<file path="config.mk">
export PLATFORM = sky130hd
export DESIGN_NAME = gpfoc_top
export DESIGN_NICKNAME = d
export VERILOG_FILES = /design/src/inc/gpfoc_pkg.sv /design/src/gpfoc_top.sv
export SDC_FILE = /design/constraint.sdc
export NUM_CORES = 1
export LEC_CHECK = 0
export ABC_AREA = 1
export BUFFER_PORTS_ARGS = -buffer_cell sky130_fd_sc_hd__buf_4
export CAP_MARGIN = 20
export CORE_MARGIN = 5
export CORE_UTILIZATION = 31
export DETAILED_ROUTE_END_ITERATION = 16
export GPL_TIMING_DRIVEN = 0
export HOLD_SLACK_MARGIN = 0.08
export SYNTH_ARGS = -nofsm -noshare
export SYNTH_HDL_FRONTEND = slang
export SYNTH_SLANG_ARGS = --single-unit
</file>
<file path="constraint.sdc">
create_clock -name core_clk -period 3.75 [get_ports core_clk]
set_input_delay 0.1875 -clock core_clk [delete_from_list [all_inputs] [get_ports core_clk]]
set_output_delay 0.1875 -clock core_clk [all_outputs]
set_load 0.005 [all_outputs]
</file>
<file path="src/inc/gpfoc_pkg.sv">
// Package for the pin-function and enable-output configuration block.
// Assumes a single 10 MHz core clock and a plain byte register port.
package gpfoc_pkg;

  // ****************************************************************
  // Register map
  // ****************************************************************
  localparam logic [7:0] TRIM_NORM_BASE   = 8'h00;
  localparam logic [7:0] TRIM_NORM_LAST   = 8'h0b;
  localparam logic [7:0] DAC_EN_LO        = 8'h1c;
  localparam logic [7:0] DAC_EN_HI        = 8'h1d;
  localparam logic [7:0] PIN_FUNC_A       = 8'h1d;
  localparam logic [7:0] PIN_FUNC_B       = 8'h1e;
  localparam logic [7:0] ENOUT_CFG_FIRST  = 8'h1f;
  localparam logic [7:0] ENOUT_CFG_SECOND = 8'h20;
  localparam logic [7:0] ENOUT_CFG_THIRD  = 8'h21;
  localparam logic [7:0] HOLD_CTRL        = 8'h4d;
  localparam logic [7:0] TRIM_UP_BASE     = 8'h66;
  localparam logic [7:0] TRIM_UP_LAST     = 8'h71;
  localparam logic [7:0] TRIM_DN_BASE     = 8'h72;
  localparam logic [7:0] TRIM_DN_LAST     = 8'h7d;
  localparam logic [7:0] PAGE_CTRL        = 8'h80;
  localparam logic [7:0] RST_TMO_REG      = 8'h81;
  localparam logic [7:0] STATUS_REG       = 8'h82;

  // ****************************************************************
  // Field positions and codes
  // ****************************************************************
  localparam int          NUM_TRIM     = 12;
  localparam int          NUM_ENOUT    = 9;
  localparam int          HOLD_BIT     = 1;
  localparam int          PAGE_BIT     = 0;
  localparam int          DOG_A_BIT    = 7;
  localparam logic [2:0]  DOG_OUT_CODE = 3'h6;
  localparam logic [2:0]  KICK_CODE    = 3'h7;
  localparam logic [2:0]  CFG_TRACK    = 3'h4;
  localparam logic [2:0]  CFG_CPUMP    = 3'h5;
  localparam logic [7:0]  RST_TMO_RST  = 8'h10;
  localparam logic [15:0] RST_TMO_UNIT = 16'h0064;

  typedef enum logic [2:0] {
    DRV_OD_LO,
    DRV_OD_HI,
    DRV_PP_LO,
    DRV_PP_HI,
    DRV_TRACK,
    DRV_CPUMP,
    DRV_RSVD
  } gpfoc_drv_t;

  typedef struct packed {
    logic [7:0] addr;
    logic [7:0] wdata;
    logic       wr;
    logic       rd;
  } gpfoc_bus_t;

endpackage

</file>
<file path="src/gpfoc_top.sv">
// Pin-function routing, trim bank select, supervision hold and enable-output decode.
// Assumes strobes from logic on core_clk; pins arrive asynchronous and are synchronised.
//
// Operation
// - Raise high, lower low: drive trim from lower bank, switches closed.
// - Raise low, lower high: drive trim from raise bank, switches closed.
// - Equal selects: normal bank, switches follow DAC-enable bits.
// - DAC-enable registers reachable only on the extended page.
// - Hold active when hold pin low or software hold bit set.
// - Hold freezes both alarms, any-alarm and reset outputs.
// - Hold ignores rail violations and blocks fault logging.
// - Manual reset low asserts reset while it stays low.
// - After manual reset release, reset stays for the timeout period.
// - Pattern 110 on pin-function bits routes the dog timeout output.
// - Pattern 111 on bits 6 to 4 routes the kick input.
// - Dog timeout output is open-drain active low.
// - Outputs 1 to 4 decode open-drain, push-pull, tracking, charge-pump.
// - Outputs 5 and 6 treat tracking code as reserved.
// - Two-bit fields for outputs 7 up decode drive and polarity.
// - Outputs 1 to 3 field layout in first config register, output 3 top bit in bit 0 of second.
// - Outputs 4 to 6 field layout in second and third.
// - Outputs 7 to 9 in third register upper bits.
//
// The address-and-strobe port was left to the implementer.
`timescale 1ns/10ps
module gpfoc_top
  import gpfoc_pkg::*;
(
  // Clock, reset and enable.
  input  wire logic                 core_clk,
  input  wire logic                 nrst,
  input  wire logic                 clk_en,
  // Register port.
  input  wire gpfoc_bus_t           bus,
  output logic [7:0]                rdata,
  // Pins.
  input  wire logic                 trim_raise_select,
  input  wire logic                 trim_lower_select,
  input  wire logic                 supervise_hold_n,
  input  wire logic                 manual_rst_n,
  input  wire logic                 kick_pin,
  // Monitoring inputs.
  input  wire logic                 rail_fault_in,
  input  wire logic                 alarm_one_in,
  input  wire logic                 alarm_two_in,
  input  wire logic                 reset_req_in,
  input  wire logic                 dog_expired_in,
  // Outputs.
  output logic [NUM_TRIM-1:0][7:0]  trim_level_out,
  output logic [NUM_TRIM-1:0]       dac_switch_closed,
  output logic                      alarm_out_one,
  output logic                      alarm_out_two,
  output logic                      alarm_any,
  output logic                      reset_out_n,
  output logic                      fault_log_req,
  output logic                      kick_input,
  output logic                      dog_timeout_out,
  output logic                      dog_timeout_oe_n,
  output gpfoc_drv_t [NUM_ENOUT-1:0] enout_drv
);

  // ****************************************************************
  // Registers
  // ****************************************************************
  logic [7:0] norm_r [NUM_TRIM];
  logic [7:0] up_r   [NUM_TRIM];
  logic [7:0] dn_r   [NUM_TRIM];
  logic [7:0] dac_en_lo_r;
  logic [7:0] dac_en_hi_r;
  logic [7:0] pin_func_a_r;
  logic [7:0] pin_func_b_r;
  logic [7:0] cfg1_r;
  logic [7:0] cfg2_r;
  logic [7:0] cfg3_r;
  logic [7:0] hold_ctrl_r;
  logic       page_r;
  logic [7:0] rst_tmo_r;

  logic       ext;
  assign ext = page_r;

  // Dual-mapped address: page selects DAC-enable high over pin function A.
  always_ff @(posedge core_clk or negedge nrst)
  begin
    if (!nrst)
    begin
      for (int i = 0; i < NUM_TRIM; i++)
      begin
        norm_r[i] <= 8'h00;
        up_r[i]   <= 8'h00;
        dn_r[i]   <= 8'h00;
      end
      dac_en_lo_r  <= 8'h00;
      dac_en_hi_r  <= 8'h00;
      pin_func_a_r <= 8'h00;
      pin_func_b_r <= 8'h00;
      cfg1_r       <= 8'h00;
      cfg2_r       <= 8'h00;
      cfg3_r       <= 8'h00;
      hold_ctrl_r  <= 8'h00;
      page_r       <= 1'b0;
      rst_tmo_r    <= RST_TMO_RST;
    end
    else if (clk_en && bus.wr)
    begin
      if (bus.addr <= TRIM_NORM_LAST)
        norm_r[bus.addr[3:0]] <= bus.wdata;
      else if (bus.addr >= TRIM_UP_BASE && bus.addr <= TRIM_UP_LAST)
        up_r[4'(bus.addr - TRIM_UP_BASE)] <= bus.wdata;
      else if (bus.addr >= TRIM_DN_BASE && bus.addr <= TRIM_DN_LAST)
        dn_r[4'(bus.addr - TRIM_DN_BASE)] <= bus.wdata;
      else if (bus.addr == DAC_EN_LO && ext)
        dac_en_lo_r <= bus.wdata;
      else if (bus.addr == DAC_EN_HI && ext)
        dac_en_hi_r <= bus.wdata;
      else if (bus.addr == PIN_FUNC_A && !ext)
        pin_func_a_r <= bus.wdata;
      else if (bus.addr == PIN_FUNC_B && !ext)
        pin_func_b_r <= bus.wdata;
      else if (bus.addr == ENOUT_CFG_FIRST && !ext)
        cfg1_r <= bus.wdata;
      else if (bus.addr == ENOUT_CFG_SECOND && !ext)
        cfg2_r <= bus.wdata;
      else if (bus.addr == ENOUT_CFG_THIRD && !ext)
        cfg3_r <= bus.wdata;
      else if (bus.addr == HOLD_CTRL)
        hold_ctrl_r <= bus.wdata;
      else if (bus.addr == PAGE_CTRL)
        page_r <= bus.wdata[PAGE_BIT];
      else if (bus.addr == RST_TMO_REG)
        rst_tmo_r <= bus.wdata;
    end
  end

  // ****************************************************************
  // Pin synchronisers
  // ****************************************************************
  localparam int NPIN = 5;
  logic [NPIN-1:0] pin_raw;
  logic [NPIN-1:0] s1_r;
  logic [NPIN-1:0] s2_r;
  logic [NPIN-1:0] s3_r;
  logic [NPIN-1:0] pin_r;
  assign pin_raw = {kick_pin, manual_rst_n, supervise_hold_n,
                    trim_lower_select, trim_raise_select};

  always_ff @(posedge core_clk or negedge nrst)
  begin
    if (!nrst)
    begin
      s1_r  <= 5'h1f;
      s2_r  <= 5'h1f;
      s3_r  <= 5'h1f;
      pin_r <= 5'h1f;
    end
    else if (clk_en)
    begin
      s1_r <= pin_raw;
      s2_r <= s1_r;
      s3_r <= s2_r;
      for (int i = 0; i < NPIN; i++)
        if (s2_r[i] == s3_r[i])
          pin_r[i] <= s3_r[i];
    end
  end

  logic up_s, dn_s, hold_n_s, mr_n_s, kick_s;
  assign {kick_s, mr_n_s, hold_n_s, dn_s, up_s} = pin_r;

  // ****************************************************************
  // Trim bank select
  // ****************************************************************
  logic [15:0] dac_en;
  assign dac_en = {dac_en_hi_r, dac_en_lo_r};

  always_ff @(posedge core_clk or negedge nrst)
  begin
    if (!nrst)
    begin
      trim_level_out    <= '0;
      dac_switch_closed <= '0;
    end
    else if (clk_en)
    begin
      for (int i = 0; i < NUM_TRIM; i++)
      begin
        if (up_s && !dn_s)
        begin
          trim_level_out[i]    <= dn_r[i];
          dac_switch_closed[i] <= 1'b1;
        end
        else if (!up_s && dn_s)
        begin
          trim_level_out[i]    <= up_r[i];
          dac_switch_closed[i] <= 1'b1;
        end
        else
        begin
          trim_level_out[i]    <= norm_r[i];
          dac_switch_closed[i] <= dac_en[i];
        end
      end
    end
  end

  // ****************************************************************
  // Supervision hold and manual reset
  // ****************************************************************
  logic        hold;
  logic        mr_prev_r;
  logic [15:0] unit_cnt_r;
  logic [7:0]  tmo_cnt_r;
  logic        mr_stretch;
  assign hold = !hold_n_s || hold_ctrl_r[HOLD_BIT];
  assign mr_stretch = (tmo_cnt_r != 8'h00);

  always_ff @(posedge core_clk or negedge nrst)
  begin
    if (!nrst)
    begin
      mr_prev_r  <= 1'b1;
      unit_cnt_r <= 16'h0000;
      tmo_cnt_r  <= 8'h00;
    end
    else if (clk_en)
    begin
      mr_prev_r <= mr_n_s;
      if (!mr_n_s)
      begin
        tmo_cnt_r  <= 8'h00;
        unit_cnt_r <= 16'h0000;
      end
      else if (!mr_prev_r)
      begin
        tmo_cnt_r  <= rst_tmo_r;
        unit_cnt_r <= 16'h0000;
      end
      else if (mr_stretch)
      begin
        if (unit_cnt_r == RST_TMO_UNIT - 16'h0001)
        begin
          unit_cnt_r <= 16'h0000;
          tmo_cnt_r  <= tmo_cnt_r - 8'h01;
        end
        else
          unit_cnt_r <= unit_cnt_r + 16'h0001;
      end
    end
  end

  always_ff @(posedge core_clk or negedge nrst)
  begin
    if (!nrst)
    begin
      alarm_out_one <= 1'b0;
      alarm_out_two <= 1'b0;
      alarm_any     <= 1'b0;
      reset_out_n   <= 1'b0;
      fault_log_req <= 1'b0;
    end
    else if (clk_en)
    begin
      fault_log_req <= rail_fault_in && !hold;
      if (!hold)
      begin
        alarm_out_one <= alarm_one_in && rail_fault_in;
        alarm_out_two <= alarm_two_in && rail_fault_in;
        alarm_any     <= rail_fault_in;
        reset_out_n   <= !(reset_req_in || !mr_n_s || !mr_prev_r || mr_stretch);
      end
    end
  end

  // ****************************************************************
  // Watchdog pin routing
  // ****************************************************************
  logic dog_sel, kick_sel;
  assign dog_sel  = ({pin_func_b_r[1:0], pin_func_a_r[DOG_A_BIT]} == DOG_OUT_CODE);
  assign kick_sel = (pin_func_a_r[6:4] == KICK_CODE);

  always_ff @(posedge core_clk or negedge nrst)
  begin
    if (!nrst)
    begin
      kick_input       <= 1'b0;
      dog_timeout_out  <= 1'b0;
      dog_timeout_oe_n <= 1'b1;
    end
    else if (clk_en)
    begin
      kick_input       <= kick_sel && kick_s;
      dog_timeout_out  <= 1'b0;
      dog_timeout_oe_n <= !(dog_sel && dog_expired_in);
    end
  end

  // ****************************************************************
  // Enable-output configuration decode
  // ****************************************************************
  logic [NUM_ENOUT-1:0][2:0] fld;
  assign fld[0] = cfg1_r[2:0];
  assign fld[1] = cfg1_r[5:3];
  assign fld[2] = {cfg2_r[0], cfg1_r[7:6]};
  assign fld[3] = cfg2_r[3:1];
  assign fld[4] = cfg2_r[6:4];
  assign fld[5] = {cfg3_r[1:0], cfg2_r[7]};
  assign fld[6] = {1'b0, cfg3_r[3:2]};
  assign fld[7] = {1'b0, cfg3_r[5:4]};
  assign fld[8] = {1'b0, cfg3_r[7:6]};

  always_ff @(posedge core_clk or negedge nrst)
  begin
    if (!nrst)
      enout_drv <= '{default: DRV_OD_LO};
    else if (clk_en)
    begin
      for (int i = 0; i < NUM_ENOUT; i++)
      begin
        if (fld[i] == CFG_TRACK)
          enout_drv[i] <= (i < 4) ? DRV_TRACK : DRV_RSVD;
        else if (fld[i] == CFG_CPUMP)
          enout_drv[i] <= DRV_CPUMP;
        else if (fld[i][2])
          enout_drv[i] <= DRV_RSVD;
        else
          enout_drv[i] <= gpfoc_drv_t'(fld[i]);
      end
    end
  end

  // ****************************************************************
  // Read port
  // ****************************************************************
  always_ff @(posedge core_clk or negedge nrst)
  begin
    if (!nrst)
      rdata <= 8'h00;
    else if (clk_en)
    begin
      rdata <= 8'h00;
      if (bus.rd)
      begin
        if (bus.addr <= TRIM_NORM_LAST)
          rdata <= norm_r[bus.addr[3:0]];
        else if (bus.addr >= TRIM_UP_BASE && bus.addr <= TRIM_UP_LAST)
          rdata <= up_r[4'(bus.addr - TRIM_UP_BASE)];
        else if (bus.addr >= TRIM_DN_BASE && bus.addr <= TRIM_DN_LAST)
          rdata <= dn_r[4'(bus.addr - TRIM_DN_BASE)];
        else if (bus.addr == DAC_EN_LO && ext)
          rdata <= dac_en_lo_r;
        else if (bus.addr == DAC_EN_HI && ext)
          rdata <= dac_en_hi_r;
        else if (bus.addr == PIN_FUNC_A && !ext)
          rdata <= pin_func_a_r;
        else if (bus.addr == PIN_FUNC_B && !ext)
          rdata <= pin_func_b_r;
        else if (bus.addr == ENOUT_CFG_FIRST && !ext)
          rdata <= cfg1_r;
        else if (bus.addr == ENOUT_CFG_SECOND && !ext)
          rdata <= cfg2_r;
        else if (bus.addr == ENOUT_CFG_THIRD && !ext)
          rdata <= cfg3_r;
        else if (bus.addr == HOLD_CTRL)
          rdata <= hold_ctrl_r;
        else if (bus.addr == PAGE_CTRL)
          rdata <= {7'h00, page_r};
        else if (bus.addr == RST_TMO_REG)
          rdata <= rst_tmo_r;
        else if (bus.addr == STATUS_REG)
          rdata <= {2'h0, mr_stretch, hold, dn_s, up_s, !reset_out_n, dog_sel};
      end
    end
  end

endmodule

</file>
Word-level counts from Yosys, hierarchy flattened
Index checks and enable logic that the tools add are counted. Widths: inputs -> output; s select.

$add $sub $neg: 4. $lt $le $gt $ge: 11. Eq/ne operators: 32. Multiplexer cells: 107. Bitwise gates (word level): 16. Reduce and logical (&&, ||, !) cells: 56.

Operator list (count): $mux 8 (51); $bwmux 96 (3); $bmux 8 s4 (3); $demux 8 s4 (3); $mux 16 (4); $mux 3 (18); $eq 3x3->1 const B (14); $eq 8x5->1 const B (4); $eq 8x8->1 const B (3); $mux 1 (24); $logic_and 1x1->1 (20); $add 16x1->16 const B (1); $eq 16x7->1 const B (1); $eq 8x6->1 const B (2); $ge 8x7->1 const B (2); $le 8x7->1 const B (2); $reduce_and 2->1 (8); $ge 5x5->1 const B (3); $lt 5x1->1 const B (3); $not 4->5 (3); $reduce_and 14->1 (1); $not 1->1 (13); $reduce_and 13->1 (1); $reduce_and 12->1 (1); 20 further kinds (38).

Register bits: 553. Bits of input ports: 31.

Logic depth before layout (Yosys ltp)
Depth after elaboration: 17. Depth in mapped cells: 19. Gate-level depth less buffers: 19.

Worst setup path after synthesis
OpenSTA, ideal clock, no wires.

Path type: input -> register. From: in bus[11] (netlist name). To: reg rdata[0]. Arrival time: 2.041 ns. Data required time: 3.634 ns. Slack: 1.593 ns. Stages on the path: 15. Path through: buf_2 -> inv_2 -> ha_1 -> clkbuf_1 -> nor2_1 -> clkbuf_1 -> nand2_1 -> nand2_1 -> nor2_1 -> a21oi_1 -> nand2_1 -> nand2_1 -> nand2_1 -> nand2_1 -> nand2_1.

Word-level cells in the longest chain between the ends: 16. Elaborated cells on any way between the ends: 53. Classes of those cells: add/sub: 2; order compare: 5; eq/ne: 10; mux: 24; bitwise: 3; reduce/logical: 9.

RTL lines: start: declaration (line gpfoc_top.sv:34) `input wire gpfoc_bus_t bus,`; $eq 8x8->1 (line gpfoc_top.sv:369) `else if (bus.addr == STATUS_REG)`; $mux 6 (line gpfoc_top.sv:369); $mux 8 (line gpfoc_top.sv:367) `else if (bus.addr == RST_TMO_REG)`; $mux 8 (line gpfoc_top.sv:365) `else if (bus.addr == PAGE_CTRL)`; $mux 8 (line gpfoc_top.sv:363) `else if (bus.addr == HOLD_CTRL)`; $mux 8 (line gpfoc_top.sv:361) `else if (bus.addr == ENOUT_CFG_THIRD && !ext)`; $mux 8 (line gpfoc_top.sv:359) `else if (bus.addr == ENOUT_CFG_SECOND && !ext)`; $mux 8 (line gpfoc_top.sv:357) `else if (bus.addr == ENOUT_CFG_FIRST && !ext)`; $mux 8 (line gpfoc_top.sv:355) `else if (bus.addr == PIN_FUNC_B && !ext)`; $mux 8 (line gpfoc_top.sv:353) `else if (bus.addr == PIN_FUNC_A && !ext)`; $mux 8 (line gpfoc_top.sv:351) `else if (bus.addr == DAC_EN_HI && ext)`; $mux 8 (line gpfoc_top.sv:349) `else if (bus.addr == DAC_EN_LO && ext)`; $mux 8 (line gpfoc_top.sv:347) `else if (bus.addr >= TRIM_DN_BASE && bus.addr <= TRIM_DN_LAST)`; $mux 8 (line gpfoc_top.sv:345) `else if (bus.addr >= TRIM_UP_BASE && bus.addr <= TRIM_UP_LAST)`; $mux 8 * (line gpfoc_top.sv:343) `if (bus.addr <= TRIM_NORM_LAST)`; $mux 8 * (line gpfoc_top.sv:341) `if (bus.rd)`; end signal: assignment (line gpfoc_top.sv:344) `rdata <= norm_r[bus.addr[3:0]];`; end signal: assignment (line gpfoc_top.sv:346) `rdata <= up_r[4'(bus.addr - TRIM_UP_BASE)];`; end signal: assignment (line gpfoc_top.sv:348) `rdata <= dn_r[4'(bus.addr - TRIM_DN_BASE)];`; end: declaration (line gpfoc_top.sv:35) `output logic [7:0] rdata,`.

Every way passes the cells marked *; elsewhere a longest branch is shown, timed or not. The select of a mux whose other input is x is not followed. A chain may end at the register's enable or synchronous reset.

Final worst setup path
From: reg pin_r[0]. To: reg trim_level_out[26] (netlist name).

Word-level cells in the longest chain between the ends: 4. Elaborated cells on any way between the ends: 5. Classes of those cells: mux: 2; reduce/logical: 3.

RTL lines: start: declaration (line gpfoc_top.sv:143) `logic [NPIN-1:0] pin_r;`; start signal: indexed assignment (line gpfoc_top.sv:163) `pin_r[i] <= s3_r[i];`; $logic_not 1->1 (line gpfoc_top.sv:192) `else if (!up_s && dn_s)`; $logic_and 1x1->1 (line gpfoc_top.sv:192); $mux 8 (line gpfoc_top.sv:192); $mux 8 * (line gpfoc_top.sv:187) `if (up_s && !dn_s)`; end signal: indexed assignment (line gpfoc_top.sv:189) `trim_level_out[i] <= dn_r[i];`; end signal: indexed assignment (line gpfoc_top.sv:194) `trim_level_out[i] <= up_r[i];`; end signal: indexed assignment (line gpfoc_top.sv:199) `trim_level_out[i] <= norm_r[i];`; end: declaration (line gpfoc_top.sv:49) `output logic [NUM_TRIM-1:0][7:0] trim_level_out,`.

Every way passes the cells marked *; elsewhere a longest branch is shown, timed or not.

==> impl_metrics.yaml <==
cts:
  cts_resized: 0
  cts-root-buf: "clkbuf_16"
  hold_buffers: 17
  h-tree-depth: 2
  numCtsBuffers: 61
  cts_tree: "built"
  path_clk_slew_ps: 60
  numClockSinks: 553
  clk_latency_ps: 660
  clock_path_buffers: 3
  post_cts_buffers: 0
finish:
  drive_gt1_share_pct: 12.2
  area_growth_syn_to_layout_pct: 20.9
  nets: 3449
  utilization_pct: 37.7
  fin_area_mm2: 0.0315
setup_path:
  r2r_cells: 7
  timing.rr.start: "pin_r[0]"
  end_kind: "register"
  required_ps: 4280
  r2r_setup_slack_ps: 250
  crit_type: "reg -> reg"
  reg2reg_to: "trim_level_out[26]"
  startpoint_type: "register"
  critical_path.max_fanout: 10
  worstPathArrival_ps: 4020
timing:
  worstMarginPinSlew_ps: 1360
  post-route-min-period_ps: 3500
  grt_setup_unrepaired: "false"
  relSlewSlack_pct: 9.63
  fmax_mhz: 286
  setup_violations: 0
  fin_crit_sh_pct: 93.2
  clock-skew-final_ps: 35.5
  timing_hold_violations_final: 0
  slew_violations: 0
  timing.setup.tns_ps: 0
floorplanning:
  initial_core_util_pct: 31.2
  die_area_mm2: 0.0900
  coreArea_mm2: 0.0836
  die_x_um: 300
  row_count: 106
  die_h_um: 300
  io_pins: 182
grt:
  grt_max_degree: 111
  grt_pass1_wl_um: 175000
  grt_pass1_vias: 24000
  grt-ovfl-total: 0
  grtUsageTotal_pct: 26.7
  antenna_found_initial: 6
drt:
  route.vias.total: 25300
  post_drt_via_cell_ratio: 5.56
  drtAntennaViolNets: 0
  first_pass_iters: 6
  routed_wl_um: 124000
  wl_per_cell_um: 27.3
  drtIter0Drc: 3518
  post-route-drc-count: 0
pwr:
  p_per_area_mw_per_mm2: 515
  clkPwrFrac_pct: 42.3
  p_int_mw: 11.4
  leakage_nw: 14.4
  vdd_drop_max_uv: 454
  switching_share_pct: 29.7
  combPwrFrac_pct: 16.2
  finalPower_mw: 16.2
  seqPwrFrac_pct: 41.5
  p_switching_mw: 4.82
placement:
  place_hpwl_um: 92600
  portBuffers: 176
  placed_area_mm2: 0.0290
  place.gp.congestion: 1.04
logic_synthesis:
  ys.flop_type: "dfrtp_1"
  synth_cells: 3140
  synth.avg_cell_area_um2: 8.30
  synth-async-reset-ratio_pct: 100
  synth_edf_count: 0
  synth_area_mm2: 0.0261
  yosysWarnings: 0
  seq_area_frac_synth_pct: 53.2
  synth.ff_latch_count: 553
  synth_cell_types: 52
run_status:
  outcome: "finished clean"
flow_run:
  cap_violations: 0
worst_hold_path:
  hp-class: "in -> async"
-- worst max-delay path: stages, from the launching register on --
cell	delay [ps]
dfstp_2	560
inv_1	60
nor2_1	420
clkbuf_1	890
buf_1	900
nand2_1	270
o211ai_1	200
inv_1	50
-- logic make-up after synthesis --
| logic type | after synthesis | synth area share [%] |
|---|---|---|
| other cells | 1 | 0.0144 |
| flops | 553 | 53.2 |
| xor+xnor | 4 | 0.163 |
| compound gates | 887 | 19.6 |
| buf+inv | 469 | 7.36 |
| fa+ha+maj | 5 | 0.240 |
| simple gates | 1221 | 19.4 |
-- worst max path at each step --
stage	startpoint	end	slack (ps)
2_1_floorplan	bus[11]	rdata[0]	1590
3_3_place_gp	nrst	trim_level_out[38]	-3820
3_5_place_dp	bus[10]	rdata[0]	180
4_1_cts	pin_r[0]	trim_level_out[26]	280
5_1_grt	pin_r[0]	trim_level_out[26]	250
6_report	pin_r[0]	trim_level_out[26]	250
-- metrics by stage --
step,setup slack [ps],cells,hold slack [ps]
finish,254,4544,129
global route,250,4543,98.1
CTS,282,4541,104
detailed placement,176,4411,281
global placement,-3820,4399,361
floorplan,1590,3143,-108
-- routing by layer --
layer / routed length, um / GRT usage (%) / vias up / share of wire (%)
met2: 53200 / 40.2 / 1485 / 43
met4: 6910 / 12.0 / 6 / 5.6
met1: 50700 / 36.2 / 12400 / 41
met3: 13200 / 7.07 / 340 / 11
li1: - / - / 11100 / -
met5: 40 / 0 / - / 0.032
-- power by group through the flow --
stage          registers (mW)  logic [mW]  clock network [mW]
2_1_floorplan            6.74        1.10                   0
3_3_place_gp             6.84        2.50                   0
3_5_place_dp             6.84        2.56                   0
4_1_cts                  6.74        2.58                6.94
5_1_grt                  6.78        2.80                7.17
6_report                 6.74        2.63                6.86
-- registers in the layout, summed over array words and instances (netlist names), 12 cells and up --
register and flops:
dac_switch_closed 12, norm_r 96, enout_drv 24, up_r 96, dn_r 96, trim_level_out 96
unit_cnt_r 16
-- cells in the mapped netlist, types with 12 or more instances --
| library cell | n | share of area, % |
|---|---|---|
| o21ai_0 | 284 | 5.5 |
| dfrtp_1 | 530 | 51 |
| buf_1 | 21 | 0.30 |
| o2111ai_1 | 14 | 0.47 |
| a311oi_1 | 32 | 1.1 |
| o22ai_1 | 65 | 1.6 |
| nor3_1 | 16 | 0.31 |
| nand3_2 | 12 | 0.46 |
| inv_1 | 243 | 3.5 |
| o211ai_1 | 72 | 2.1 |
| nand2_1 | 905 | 13 |
| nand3_1 | 77 | 1.5 |
| nor2_1 | 154 | 2.2 |
| o21ai_1 | 214 | 4.1 |
| inv_2 | 16 | 0.23 |
| nand4_1 | 25 | 0.60 |
| buf_2 | 27 | 0.52 |
| a22oi_1 | 15 | 0.43 |
| dfstp_2 | 23 | 2.3 |
| a21oi_1 | 139 | 2.7 |
| clkbuf_1 | 140 | 2.0 |
-- cell type report --
class	count	area (um^2)
repair buffers	207	1770
clock inverters	30	551
well taps	1080	1350
flip-flops and latches	553	13900
inverters	262	983
multi-input cells	2121	10300
clock buffers	83	1760
fillers	8724	52000
plain buffers	207	936
diodes	1	2.50
-- cells in the final DEF (no fill, tap or decap), drive strengths merged, types with 2 or more instances in the layout --
master         n
nor4           4
ha             5
clkinvlp       3
clkbuf       223
a41oi         10
nor2         165
a31oi          4
nand2        906
dfrtp        530
dlygate4sd3   17
bufinv        13
a22oi         15
o22ai         65
o211ai        72
conb           4
dfstp         23
o221ai        11
buf          257
o22a           2
xor2           3
o21ai        498
a21oi        139
inv          261
nand4         25
o31ai          3
o32a          10
a311oi        32
a22o           5
a221oi         3
o2111ai       14
or2            4
nor3          18
clkinv        15
nand3         99
(Power assumes the default switching activity.)
